--- src/include/dpt_pkg.sv ---
// dpt_pkg: shared constants and types for the dual pulse timer
// assumes a single 250 MHz core clock (the doubled input clock)
package dpt_pkg;

  // counter geometry
  localparam int          TMR_W      = 32;
  localparam logic [31:0] CNT_RELOAD = 32'h0000_0001;
  localparam logic [31:0] CNT_FULL   = 32'hFFFF_FFFF;

  // io-processor register addresses
  localparam int          IOP_AW        = 8;
  localparam logic [7:0]  ADDR_PERIOD0  = 8'h28;
  localparam logic [7:0]  ADDR_WIDTH0   = 8'h29;
  localparam logic [7:0]  ADDR_COUNT0   = 8'h2A;
  localparam logic [7:0]  ADDR_PERIOD1  = 8'h2B;
  localparam logic [7:0]  ADDR_WIDTH1   = 8'h2C;
  localparam logic [7:0]  ADDR_COUNT1   = 8'h2D;

  // sticky status layout
  localparam int          STICKY_STATUS_REG_W    = 16;
  localparam int          STICKY_STATUS_REG_CAP0 = 12;
  localparam int          STICKY_STATUS_REG_EXP0 = 13;
  localparam int          STICKY_STATUS_REG_CAP1 = 14;
  localparam int          STICKY_STATUS_REG_EXP1 = 15;
  localparam logic [15:0] STICKY_STATUS_REG_RST  = 16'h0000;

  // which timer register an address selects
  typedef enum logic [1:0] {
    DPT_SEL_PERIOD,
    DPT_SEL_WIDTH,
    DPT_SEL_COUNT,
    DPT_SEL_NONE
  } dpt_sel_t;

endpackage

--- src/include/dpt_tmr_if.sv ---
// dpt_tmr_if: carrier between the timer top and one timer channel
// assumes both ends sit on the same core clock
`timescale 1ns/1ps
interface dpt_tmr_if;
  // control from the top
  logic        run;
  logic        wave_mode;
  logic        polarity;
  logic        cap_sel;
  logic        wr_per;
  logic        wr_wid;
  logic [31:0] wdata;
  logic        pin_in;
  // state from the channel
  logic [31:0] per;
  logic [31:0] wid;
  logic [31:0] cnt;
  logic        exp_evt;
  logic        cap_evt;
  logic        pin_out;
  logic        pin_oe;

  modport ctl  (output run, wave_mode, polarity, cap_sel, wr_per, wr_wid, wdata, pin_in,
                input  per, wid, cnt, exp_evt, cap_evt, pin_out, pin_oe);
  modport chan (input  run, wave_mode, polarity, cap_sel, wr_per, wr_wid, wdata, pin_in,
                output per, wid, cnt, exp_evt, cap_evt, pin_out, pin_oe);
endinterface

--- src/core/dpt_timer_chan.sv ---
// dpt_timer_chan: one 32-bit timer, waveform output or pulse measure
// assumes mode bits come from logic on the same clock; pin input is async
`timescale 1ns/1ps
module dpt_timer_chan (
  // clock and reset
  input  wire logic clk_in,
  input  wire logic rst_n_in,
  // link to the top
  dpt_tmr_if.chan   tif
);

  // short local names for the reload and park values
  localparam logic [31:0] CNT_RELOAD_C = dpt_pkg::CNT_RELOAD;
  localparam logic [31:0] CNT_FULL_C   = dpt_pkg::CNT_FULL;

  logic        sync1_q, sync2_q, sync3_q;
  logic        lvl_q, lvl_d, lvl_prev_q;
  logic [31:0] cnt_q, cnt_d, per_q, per_d, wid_q, wid_d;
  logic        pin_q, pin_d, oe_q, oe_d, run_q;
  logic        exp_q, exp_d, cap_q, cap_d, armed_q, armed_d;
  logic        rise, fall, lead, trail, wr_ok;

  // filtered level moves only when the last two stages agree
  always_comb begin
    lvl_d = (sync2_q == sync3_q) ? sync3_q : lvl_q;
  end

  // three-stage pin synchroniser, first stage feeds only the second
  always_ff @(posedge clk_in or negedge rst_n_in) begin
    if (!rst_n_in) begin
      sync1_q    <= 1'b0;
      sync2_q    <= 1'b0;
      sync3_q    <= 1'b0;
      lvl_q      <= 1'b0;
      lvl_prev_q <= 1'b0;
    end else begin
      sync1_q    <= tif.pin_in;
      sync2_q    <= sync1_q;
      sync3_q    <= sync2_q;
      lvl_q      <= lvl_d;
      lvl_prev_q <= lvl_q;
    end
  end

  // edge decode, polarity picks which edge leads
  always_comb begin
    rise  = lvl_q & ~lvl_prev_q;
    fall  = ~lvl_q & lvl_prev_q;
    lead  = tif.polarity ? fall : rise;
    trail = tif.polarity ? rise : fall;
    wr_ok = !(tif.run && !tif.wave_mode);
  end

  // next state of counter, captures, pin and events
  always_comb begin
    cnt_d   = cnt_q;
    per_d   = per_q;
    wid_d   = wid_q;
    pin_d   = pin_q;
    armed_d = armed_q;
    exp_d   = 1'b0;
    cap_d   = 1'b0;
    oe_d    = tif.wave_mode;
    // software loads; blocked while measuring
    if (tif.wr_per && wr_ok) begin
      per_d = tif.wdata;
    end
    if (tif.wr_wid && wr_ok) begin
      wid_d = tif.wdata;
    end
    if (tif.run && !run_q) begin
      cnt_d   = CNT_RELOAD_C;
      armed_d = 1'b1;
    end else if (tif.run && tif.wave_mode) begin
      if (cnt_q == per_q) begin
        cnt_d = CNT_RELOAD_C;
        pin_d = 1'b0;
        exp_d = 1'b1;
      end else begin
        cnt_d = cnt_q + CNT_RELOAD_C;
        if (cnt_q == wid_q) begin
          pin_d = 1'b1;
        end
      end
    end else if (tif.run) begin
      if (lead) begin
        per_d = cnt_q;
        cnt_d = CNT_RELOAD_C;
        if (tif.cap_sel) begin
          cap_d   = 1'b1;
          armed_d = 1'b1;
        end
      end else begin
        if (trail) begin
          wid_d = cnt_q;
          if (!tif.cap_sel) begin
            cap_d   = 1'b1;
            armed_d = 1'b1;
          end
        end
        // counter parks at all ones; one overflow per capture window
        if (cnt_q == CNT_FULL_C) begin
          if (armed_q) begin
            exp_d   = 1'b1;
            armed_d = 1'b0;
          end
        end else begin
          cnt_d = cnt_q + CNT_RELOAD_C;
        end
      end
    end
    // run low: counter, pin and arm hold; period and width still take writes
  end

  // timer registers; count, period and width start at one, not to be relied on
  always_ff @(posedge clk_in or negedge rst_n_in) begin
    if (!rst_n_in) begin
      cnt_q   <= dpt_pkg::CNT_RELOAD;
      per_q   <= dpt_pkg::CNT_RELOAD;
      wid_q   <= dpt_pkg::CNT_RELOAD;
      pin_q   <= 1'b0;
      oe_q    <= 1'b0;
      run_q   <= 1'b0;
      exp_q   <= 1'b0;
      cap_q   <= 1'b0;
      armed_q <= 1'b0;
    end else begin
      cnt_q   <= cnt_d;
      per_q   <= per_d;
      wid_q   <= wid_d;
      pin_q   <= pin_d;
      oe_q    <= oe_d;
      run_q   <= tif.run;
      exp_q   <= exp_d;
      cap_q   <= cap_d;
      armed_q <= armed_d;
    end
  end

  assign tif.cnt     = cnt_q;
  assign tif.per     = per_q;
  assign tif.wid     = wid_q;
  assign tif.pin_out = pin_q;
  assign tif.pin_oe  = oe_q;
  assign tif.exp_evt = exp_q;
  assign tif.cap_evt = cap_q;
endmodule

--- src/core/dpt_top.sv ---
// dpt_top: two timers, io-processor register port, sticky flags, irq routing
// assumes mode bits and sticky clears come from core logic on this clock;
// event pins are asynchronous and are resolved outside from out/oe.
//
// Summary of operation
// - two identical timers, each mode-selectable
// - one event pin, output or input
// - 32-bit counters on doubled core clock
// - run bit starts and stops timer
// - output-mode select high picks waveform mode
// - pin low at period, high at width
// - counter loads one on enable, period
// - period match sets expiry flag, interrupt
// - expiry flag zero at reset, sticky
// - output-mode select low picks pulse measure
// - leading edge restarts count at one
// - trailing edge captures count into width
// - leading edge captures count into period
// - polarity bit chooses leading edge direction
// - period, width read-only while measuring
// - capture-select picks period or width flag
// - all-ones before capture sets overflow flag
// - capture and expiry flags stay until cleared
// - timer registers only on io-processor port
// - run gates counting, captures and flags; disabled after reset
// - vector select routes irq high/low, ORed
// - sticky bits twelve to fifteen hold flags
`timescale 1ns/1ps
module dpt_top (
  // clock and reset
  input  wire logic        core_clk_in,
  input  wire logic        rst_n_in,
  // io-processor register port
  input  wire logic [7:0]  iop_addr_in,
  input  wire logic        iop_wr_in,
  input  wire logic [31:0] iop_wdata_in,
  input  wire logic        iop_rd_in,
  output logic      [31:0] iop_rdata_out,
  output logic             iop_rvalid_out,
  // timer mode control bits
  input  wire logic [1:0]  timer_run_bit_in,
  input  wire logic [1:0]  output_mode_select_in,
  input  wire logic [1:0]  edge_polarity_select_in,
  input  wire logic [1:0]  capture_select_bit_in,
  input  wire logic [1:0]  vector_select_bit_in,
  // sticky status
  input  wire logic [15:0] sticky_clr_in,
  output logic      [15:0] sticky_status_out,
  // interrupt latch requests
  output logic             high_prio_timer_irq_out,
  output logic             low_prio_timer_irq_out,
  // event pins
  input  wire logic [1:0]  timer_event_pin_in,
  output logic      [1:0]  timer_event_pin_out,
  output logic      [1:0]  timer_event_pin_oe_out
);

  logic [31:0] ch_per [2];
  logic [31:0] ch_wid [2];
  logic [31:0] ch_cnt [2];
  logic [1:0]  ch_exp, ch_cap;
  logic [1:0]  ch_pin, ch_oe;
  logic [15:0] sticky_q, sticky_d, sticky_set;
  logic [31:0] rdata_q, rdata_d;
  logic        rvalid_q, hi_irq_q, hi_irq_d, lo_irq_q, lo_irq_d;

  // address to channel index; ones above timer 0's block are timer 1
  function automatic logic addr_chan(input logic [7:0] a);
    addr_chan = (a >= dpt_pkg::ADDR_PERIOD1);
  endfunction

  // address to register select within a channel
  function automatic dpt_pkg::dpt_sel_t addr_sel(input logic [7:0] a);
    case (a)
      dpt_pkg::ADDR_PERIOD0, dpt_pkg::ADDR_PERIOD1: addr_sel = dpt_pkg::DPT_SEL_PERIOD;
      dpt_pkg::ADDR_WIDTH0,  dpt_pkg::ADDR_WIDTH1:  addr_sel = dpt_pkg::DPT_SEL_WIDTH;
      dpt_pkg::ADDR_COUNT0,  dpt_pkg::ADDR_COUNT1:  addr_sel = dpt_pkg::DPT_SEL_COUNT;
      default:                                      addr_sel = dpt_pkg::DPT_SEL_NONE;
    endcase
  endfunction

  // two identical channels; count register has no write path
  for (genvar i = 0; i < 2; i++) begin : g_ch
    dpt_tmr_if tif ();
    dpt_timer_chan u_chan (
      .clk_in   (core_clk_in),
      .rst_n_in (rst_n_in),
      .tif      (tif.chan)
    );
    assign tif.run       = timer_run_bit_in[i];
    assign tif.wave_mode = output_mode_select_in[i];
    assign tif.polarity  = edge_polarity_select_in[i];
    assign tif.cap_sel   = capture_select_bit_in[i];
    assign tif.pin_in    = timer_event_pin_in[i];
    assign tif.wdata     = iop_wdata_in;
    assign tif.wr_per    = iop_wr_in && (addr_chan(iop_addr_in) == 1'(i)) &&
                           (addr_sel(iop_addr_in) == dpt_pkg::DPT_SEL_PERIOD);
    assign tif.wr_wid    = iop_wr_in && (addr_chan(iop_addr_in) == 1'(i)) &&
                           (addr_sel(iop_addr_in) == dpt_pkg::DPT_SEL_WIDTH);
    assign ch_per[i]     = tif.per;
    assign ch_wid[i]     = tif.wid;
    assign ch_cnt[i]     = tif.cnt;
    assign ch_exp[i]     = tif.exp_evt;
    assign ch_cap[i]     = tif.cap_evt;
    assign ch_pin[i]     = tif.pin_out;
    assign ch_oe[i]      = tif.pin_oe;
  end

  // registered read; unmapped addresses answer zero
  always_comb begin
    rdata_d = 32'h0000_0000;
    if (iop_rd_in) begin
      case (addr_sel(iop_addr_in))
        dpt_pkg::DPT_SEL_PERIOD: rdata_d = ch_per[addr_chan(iop_addr_in)];
        dpt_pkg::DPT_SEL_WIDTH:  rdata_d = ch_wid[addr_chan(iop_addr_in)];
        dpt_pkg::DPT_SEL_COUNT:  rdata_d = ch_cnt[addr_chan(iop_addr_in)];
        default:                 rdata_d = 32'h0000_0000;
      endcase
    end
  end

  // sticky flags: a set in the clearing cycle wins
  always_comb begin
    sticky_set                     = dpt_pkg::STICKY_STATUS_REG_RST;
    sticky_set[dpt_pkg::STICKY_STATUS_REG_CAP0] = ch_cap[0];
    sticky_set[dpt_pkg::STICKY_STATUS_REG_EXP0] = ch_exp[0];
    sticky_set[dpt_pkg::STICKY_STATUS_REG_CAP1] = ch_cap[1];
    sticky_set[dpt_pkg::STICKY_STATUS_REG_EXP1] = ch_exp[1];
    sticky_d = (sticky_q & ~sticky_clr_in) | sticky_set;
  end

  // irq routing; shared latch bit gets the OR of both timers
  always_comb begin
    hi_irq_d = ((ch_exp[0] | ch_cap[0]) &  vector_select_bit_in[0]) |
               ((ch_exp[1] | ch_cap[1]) &  vector_select_bit_in[1]);
    lo_irq_d = ((ch_exp[0] | ch_cap[0]) & ~vector_select_bit_in[0]) |
               ((ch_exp[1] | ch_cap[1]) & ~vector_select_bit_in[1]);
  end

  // status, read data and irq pulses
  always_ff @(posedge core_clk_in or negedge rst_n_in) begin
    if (!rst_n_in) begin
      sticky_q <= dpt_pkg::STICKY_STATUS_REG_RST;
      rdata_q  <= 32'h0000_0000;
      rvalid_q <= 1'b0;
      hi_irq_q <= 1'b0;
      lo_irq_q <= 1'b0;
    end else begin
      sticky_q <= sticky_d;
      rdata_q  <= rdata_d;
      rvalid_q <= iop_rd_in;
      hi_irq_q <= hi_irq_d;
      lo_irq_q <= lo_irq_d;
    end
  end

  // outputs; pin level and enable are channel flops
  assign iop_rdata_out           = rdata_q;
  assign iop_rvalid_out          = rvalid_q;
  assign sticky_status_out       = sticky_q;
  assign high_prio_timer_irq_out = hi_irq_q;
  assign low_prio_timer_irq_out  = lo_irq_q;
  assign timer_event_pin_out     = ch_pin;
  assign timer_event_pin_oe_out  = ch_oe;
endmodule

--- config.mk ---
export PLATFORM = sky130hd
export DESIGN_NAME = dpt_top
export DESIGN_NICKNAME = d
export VERILOG_FILES = /design/src/include/dpt_pkg.sv /design/src/include/dpt_tmr_if.sv /design/src/core/dpt_timer_chan.sv /design/src/core/dpt_top.sv
export SDC_FILE = /design/constraint.sdc
export NUM_CORES = 1
export LEC_CHECK = 0
export BUFFER_PORTS_ARGS = -buffer_cell sky130_fd_sc_hd__buf_2
export CORE_MARGIN = 8
export CORE_UTILIZATION = 61
export CTS_CLUSTER_DIAMETER = 60
export DETAILED_ROUTE_END_ITERATION = 10
export PLACE_DENSITY = 0.86
export SLEW_MARGIN = 20
export SYNTH_ARGS = -nofsm -noshare
export SYNTH_HDL_FRONTEND = slang
export SYNTH_SLANG_ARGS = --single-unit
--- constraint.sdc ---
create_clock -name core_clk_in -period 3.4 [get_ports core_clk_in]
set_input_delay 0.17 -clock core_clk_in [delete_from_list [all_inputs] [get_ports core_clk_in]]
set_output_delay 0.17 -clock core_clk_in [all_outputs]
set_load 0.02 [all_outputs]
[Yosys cells after proc, flatten, opt, wreduce, memory -nomap -nowiden]
Index checks and enable logic that the tools add are counted.
Storage, ports and cells
  register bits: 265
  input bits: 72
  output and inout port bits: 55
  logic and storage cells: 225
Cells by class
  $add $sub $neg: 2
  magnitude comparators: 2
  eq/ne operators: 23
  muxes and demuxes: 101
  bitwise operators: 25
  reduce and logical (&&, ||, !) cells: 39
Operators with widths (number)
  2-to-1 mux 32 bit: 44
  == test 32 bit: 4
  case mux 32 bit (3 select lines): 1
  adder 32 x 1 -> 32 bit, second input constant: 2
  == test 32 bit, second input constant: 2
  2-to-1 mux 1 bit: 54
  == test 8 x 6 -> 1 bit, second input constant: 6
  bitwise AND 16 bit: 1
  logical AND 1 bit: 16
  NOT 16 bit: 1
  OR 16 bit: 1
  AND reduction 3 bit: 4
  NOT 1 bit: 9
  bitwise AND 1 bit: 8
  greater-or-equal comparator 8 x 6 -> 1 bit, second input constant: 1
  inequality test 4 x 1 -> 1 bit, second input constant: 2
  nonzero test 2 bit: 4
  logical NOT 1 bit: 6
  inequality test 3 bit, second input constant: 2
  case mux 2 bit (3 select lines): 1
  nonzero test 3 bit: 2
  OR reduction 2 bit: 3
  == test 2 x 1 -> 1 bit, second input constant: 2
  logical NOT 2 bit: 2
  8 further kinds: 14

[Depth between registers and ports, before layout]
  depth after elaboration: 12
  depth in mapped cells: 10
  mapped depth without buffers: 8

[Modules after synthesis]
Synthesis repeated with hierarchy kept, for this count alone.
Second synthesis, totals
  cell total of the unflattened synthesis: 1754
  area, all modules: 16619.7 um^2
By module, submodules not included
  dpt_timer_chan at g_ch[0].u_chan: times used 1, cells an instance 724, area each 6670.1 um^2, seq. area each 2681.3 um^2
  dpt_timer_chan at g_ch[1].u_chan: times used 1, cells an instance 659, area each 6232.2 um^2, seq. area each 2681.3 um^2
  dpt_top: times used 1, cells an instance 371, area each 3717.3 um^2, seq. area each 1276.2 um^2

[Worst setup path after synthesis]
Ideal clock, no wire load.
  path kind: register to register
  start: register g_ch[1].u_chan.cnt_q[0]
  end: register g_ch[1].u_chan.cnt_q[29]
  arrival time: 2.528 ns
  path slack: 0.748 ns
  cell stages (with the launch flop): 10
  buffers on the path: 2
  clock period less this slack: 2.652 ns
  path through: dfstp_2 buf_4 nand3_2 or4_4 buf_6 nor3_4 and3b_4 or3b_1 nor3b_1 a211o_1
On the way
  longest elaborated chain between the ends: 6
  elaborated cells on any way between the ends: 11
  those cells by class: 1 x add/sub; 3 x eq/ne; 6 x mux; 1 x reduce/logical
Ends and longest elaborated chain
  from (decl): RTL line dpt_timer_chan.sv:18  | logic [31:0] cnt_q, cnt_d, per_q, per_d, wid_q, wid_d;
  from (signal assigned): RTL line dpt_timer_chan.sv:118  | cnt_q <= dpt_pkg::CNT_RELOAD;
  from (signal assigned): RTL line dpt_timer_chan.sv:128  | cnt_q <= cnt_d;
  adder 32 x 1 -> 32 bit: RTL line dpt_timer_chan.sv:80, dpt_timer_chan.sv:108
  2-to-1 mux 32 bit: RTL line dpt_timer_chan.sv:102  | if (cnt_q == CNT_FULL_C) begin
  2-to-1 mux 32 bit: RTL line dpt_timer_chan.sv:86  | if (lead) begin
  2-to-1 mux 32 bit: RTL line dpt_timer_chan.sv:85  | end else if (tif.run) begin
  2-to-1 mux 32 bit: RTL line dpt_timer_chan.sv:74  | end else if (tif.run && tif.wave_mode) begin
  2-to-1 mux 32 bit: RTL line dpt_timer_chan.sv:71  | if (tif.run && !run_q) begin
Several ways; a longest one is shown, not always the timed one. The select of a mux whose other input is x is not followed.
A chain may end at the register's enable or synchronous reset.

[Worst setup path in the final report]
  start: register g_ch[1].u_chan.cnt_q[0]
  end: register g_ch[1].u_chan.cnt_q[6]
Same word-level chain as after synthesis.

==> impl_metrics.prom <==
# TYPE chip_impl_metric gauge
chip_impl_metric{name="fp.coreArea",unit="µm²"} 24200
chip_impl_metric{name="cap_viol_max_count",unit=""} 0
chip_impl_info{name="rsz0062_at_grt",value="no"} 1
chip_impl_info{name="synthTopCellsByArea",value="dfrtp_1 43%, mux2i_1 10%, o21ai_0 6.6%"} 1
chip_impl_info{name="worstHoldStart",value="iop_wdata_in[10]"} 1
chip_impl_info{name="cp_common_cell",value="a21o_1"} 1
chip_impl_metric{name="die_height",unit="µm"} 173
chip_impl_info{name="yosysTopAreaCell",value="dfrtp_1"} 1
chip_impl_metric{name="drive_gt1_frac",unit=""} 0.155
chip_impl_metric{name="synth_fp_nets",unit=""} 1676
chip_impl_metric{name="die-width",unit="µm"} 173
chip_impl_metric{name="flow.area_growth_from_synthesis",unit="%"} 15.0
chip_impl_info{name="worst_hold_path_class",value="in2reg"} 1
chip_impl_metric{name="core.rowCount",unit=""} 57
chip_impl_metric{name="asyncSetResetFlopFracSynth",unit=""} 1.00
chip_impl_info{name="critical-path-top-delay-family",value="simple AND/OR/NAND/NOR gates"} 1
chip_impl_metric{name="timing.slew.headroom",unit=""} 0.344
chip_impl_metric{name="final_critical_path_setup_slack",unit="ns"} 0.399
chip_impl_metric{name="layout.filler_cells",unit=""} 1756
chip_impl_metric{name="power_switching_share",unit=""} 0.302
chip_impl_metric{name="worstPathArrival",unit="ns"} 3.44
chip_impl_metric{name="cts-root-to-sink-buffers",unit=""} 3
chip_impl_metric{name="netlist-cell-type-count",unit=""} 64
chip_impl_info{name="layout.cells.most_common_list",value="259 x dfrtp_1, 197 x o21ai_0, 182 x nand2_1"} 1
chip_impl_metric{name="worst_clock_skew",unit="ns"} 0.0149
chip_impl_metric{name="multi_input_comb_area",unit="µm²"} 7640
chip_impl_metric{name="hold_violations",unit=""} 0
chip_impl_metric{name="power.density",unit="nW/µm²"} 489
chip_impl_metric{name="clock_power_share",unit=""} 0.381
chip_impl_metric{name="number_of_global_route_vias_before_repair",unit=""} 12800
chip_impl_info{name="reg2reg_from",value="g_ch[1].u_chan.tif.cnt[0]"} 1
chip_impl_info{name="result_of_the_run",value="complete, no violations"} 1
chip_impl_metric{name="share_of_the_synthesized_area_in_the_top_cell_type",unit=""} 0.432
chip_impl_metric{name="detailed_place_hpwl",unit="µm"} 32400
chip_impl_metric{name="route.detailed.wl_per_inst",unit="µm"} 23.1
chip_impl_metric{name="synth_edf_count",unit=""} 0
chip_impl_info{name="critical_path.endpoint_type",value="register"} 1
chip_impl_metric{name="congestion_overflow_gr",unit=""} 0
chip_impl_metric{name="crit_required",unit="ns"} 3.84
chip_impl_metric{name="setup_tns",unit="ns"} 0
chip_impl_metric{name="detail_route.drc_violations",unit=""} 0
chip_impl_metric{name="fin_crit_sh",unit=""} 0.883
chip_impl_metric{name="detail_route.wirelength",unit="µm"} 47200
chip_impl_metric{name="pin_count_of_the_biggest_net_entering_global_routing",unit=""} 119
chip_impl_metric{name="drt_iter0_drc",unit=""} 2075
chip_impl_metric{name="power_switching",unit="W"} 0.00255
chip_impl_metric{name="placed_cell_area",unit="µm²"} 15900
chip_impl_metric{name="max_freq",unit="MHz"} 333
chip_impl_metric{name="cts_inserted_buffers",unit=""} 29
chip_impl_metric{name="cellInternalPower",unit="W"} 0.00590
chip_impl_metric{name="ctsHtreeMaxLevel",unit=""} 1
chip_impl_metric{name="fp.dieArea",unit="µm²"} 29900
chip_impl_metric{name="yosysWarningCount",unit=""} 0
chip_impl_metric{name="slew_worst_pin",unit="ns"} 0.985
chip_impl_metric{name="post_cts_clock_slew_at_the_launch_and_capture_registers_of_the_worst_setup_and_hold_paths",unit="ns"} 0.06
chip_impl_metric{name="combinationalPowerShare",unit=""} 0.175
chip_impl_metric{name="ir_drop",unit="mV"} 0.441
chip_impl_metric{name="routed-via-count",unit=""} 13400
chip_impl_info{name="worstSetupStartpointType",value="register"} 1
chip_impl_metric{name="clkSinkCount",unit=""} 265
chip_impl_metric{name="yosys_register_bits",unit=""} 265
chip_impl_metric{name="floorplan.initialDensity",unit=""} 0.619
chip_impl_info{name="layout_commonest_cell",value="dfrtp_1"} 1
chip_impl_metric{name="cp_slowest_stage_delay",unit="ns"} 0.63
chip_impl_metric{name="power.sequential.fraction",unit=""} 0.445
chip_impl_metric{name="cts_setup_buffers",unit=""} 0
chip_impl_info{name="path_class",value="reg2reg"} 1
chip_impl_metric{name="period_needed",unit="ns"} 3.00
chip_impl_info{name="timing.critical_path.cells",value="ha_1, nand3_1, nor4_2, nand4_1, nand2_1, a21o_1, buf_4, nor4_1, a21o_1"} 1
chip_impl_metric{name="number_of_antenna_violations_at_the_first_check_in_global_routing",unit=""} 1
chip_impl_metric{name="slew_viol_final",unit=""} 0
chip_impl_metric{name="syn-instance-count",unit=""} 1602
chip_impl_metric{name="route.detailed.vias_per_inst",unit=""} 6.56
chip_impl_metric{name="dr.pass1.iters",unit=""} 6
chip_impl_metric{name="finalSetupViolations",unit=""} 0
chip_impl_metric{name="detail-route-antenna-nets",unit=""} 0
chip_impl_metric{name="synth.avg_cell_area",unit="µm²"} 9.36
chip_impl_metric{name="finish.net_count",unit=""} 1768
chip_impl_info{name="cts.root.buffer_cell",value="clkbuf_16"} 1
chip_impl_info{name="critPathLaunch",value="g_ch[1].u_chan.tif.cnt[0]"} 1
chip_impl_metric{name="critical_path_buf_inv_count",unit=""} 1
chip_impl_info{name="tritoncts_clock_tree",value="done"} 1
chip_impl_metric{name="portBuffers",unit=""} 126
chip_impl_info{name="slowest_stage",value="dfstp_2"} 1
chip_impl_metric{name="seqCellArea",unit="µm²"} 6640
chip_impl_metric{name="critical_path_peak_fanout",unit=""} 19
chip_impl_metric{name="boundaryPins",unit=""} 127
chip_impl_metric{name="worst_skew_late_latency",unit="ns"} 0.55
chip_impl_metric{name="final_design_area_no_fill",unit="µm²"} 17300
chip_impl_metric{name="place.gp.congestion",unit=""} 0.930
chip_impl_metric{name="global_route_wire_length_before_repair",unit="µm"} 73800
chip_impl_metric{name="global_route.usage.total",unit=""} 0.305
chip_impl_metric{name="place_worst_setup_slack",unit="ns"} 0.354
chip_impl_metric{name="p_leak",unit="nW"} 7.56
chip_impl_metric{name="synth_sequential_area_ratio",unit=""} 0.443
chip_impl_info{name="top_reg_cell_synth",value="dfrtp_1"} 1
chip_impl_metric{name="mappedNetlistArea",unit="µm²"} 15000
## per-stage QoR
step / utilization / instances / hold WS (ns) / total power [W]
5_1_grt: 0.712 / 2040 / 0.0184 / 0.00873
2_1_floorplan: - / 1602 / -0.126 / 0.00462
3_3_place_gp: 0.655 / 1948 / 0.279 / 0.00512
6_report: 0.712 / 2041 / 0.0161 / 0.00844
3_5_place_dp: 0.655 / 1948 / 0.282 / 0.00517
4_1_cts: 0.711 / 2040 / 0.000164 / 0.00841
## layout make-up
cell class | instances | share of cell area
Timing Repair Buffer | 223 | 0.0872
Inverter | 26 | 0.00566
Clock inverter | 14 | 0.00928
Multi-Input combinational cell | 1149 | 0.443
Sequential cell | 265 | 0.385
Tap cell | 324 | 0.0235
Antenna cell | 1 | 0.000145
Clock buffer | 39 | 0.0465
## power by group through the flow
stage	clock, W	sequential (W)	combinational (W)
floorplan	0	0.00362	0.00100
global placement	0	0.00378	0.00134
CTS	0.00323	0.00374	0.00143
global route	0.00336	0.00378	0.00158
finish	0.00321	0.00375	0.00147
detailed placement	0	0.00380	0.00137
## logic make-up after synthesis
| group | count (synthesis) | synth area share |
|---|---|---|
| buf+inv | 188 | 0.0528 |
| flops | 265 | 0.443 |
| mux | 159 | 0.106 |
| compound gates | 393 | 0.168 |
| xor+xnor | 133 | 0.0777 |
| simple gates | 460 | 0.150 |
| fa+ha+maj | 4 | 0.00300 |
## synth_stat cells (14+ instances only)
cell	number
dfrtp_1	259
o22a_1	33
mux2i_1	156
inv_1	25
a221oi_1	64
nor2_1	80
a21oi_1	33
o21ai_0	197
nor3_1	20
nand3_1	26
a21o_1	23
xor2_1	81
xnor2_1	52
buf_2	24
nand4_1	31
nor2b_1	22
nor4_1	33
clkbuf_1	119
or3_1	14
nand2_1	182
## path summary, 6_finish.rpt
check	endpoint	slack, ns	cells after the start
setup / recovery	g_ch[1].u_chan.tif.cnt[6]	0.40	9
hold / removal	g_ch[1].u_chan.tif.per[10]	0.02	3
setup reg to reg	g_ch[1].u_chan.tif.cnt[6]	0.40	9
hold reg to reg	g_ch[1].u_chan.sync2_q	0.36	0
max in group asynchronous	g_ch[1].u_chan.armed_q	2.18	3
min in group asynchronous	sticky_status_out[6]	0.26	2
## worst register-to-register path, stage by stage (launching register included)
cell	delay [ns]
dfstp_2	0.63
ha_1	0.22
nand3_1	0.21
nor4_2	0.42
nand4_1	0.30
nand2_1	0.13
a21o_1	0.41
buf_4	0.33
nor4_1	0.08
a21o_1	0.17
## repair_timing
item,4_1_cts,5_1_grt
hold endpoints to repair,150,0
setup endpoints to repair,0,4
resized for setup,0,1
hold buffers,39,0
## per-layer routing
| metal | global-route usage | up-vias | routed length [µm] |
|---|---|---|---|
| li1 | - | 5884 | - |
| met1 | 0.406 | 6380 | 18300 |
| met2 | 0.469 | 933 | 20900 |
| met3 | 0.0651 | 197 | 5230 |
| met4 | 0.148 | 0 | 2810 |
| met5 | 0 | - | 0 |
## sequential cells by signal (all words and copies together), names as in the netlist
register,flops
g_ch.u_chan.lvl_q,2
iop_rvalid_out,1
low_prio_timer_irq_out,1
g_ch.u_chan.tif.cap_evt,2
g_ch.u_chan.tif.cnt,64
g_ch.u_chan.sync3_q,2
g_ch.u_chan.tif.per,64
g_ch.u_chan.lvl_prev_q,2
sticky_status_out,16
high_prio_timer_irq_out,1
g_ch.u_chan.sync2_q,2
g_ch.u_chan.sync1_q,2
g_ch.u_chan.tif.exp_evt,2
g_ch.u_chan.armed_q,2
g_ch.u_chan.run_q,2
iop_rdata_out,32
g_ch.u_chan.tif.pin_out,2
g_ch.u_chan.tif.wid,64
g_ch.u_chan.tif.pin_oe,2
(Power assumes the default switching activity.)
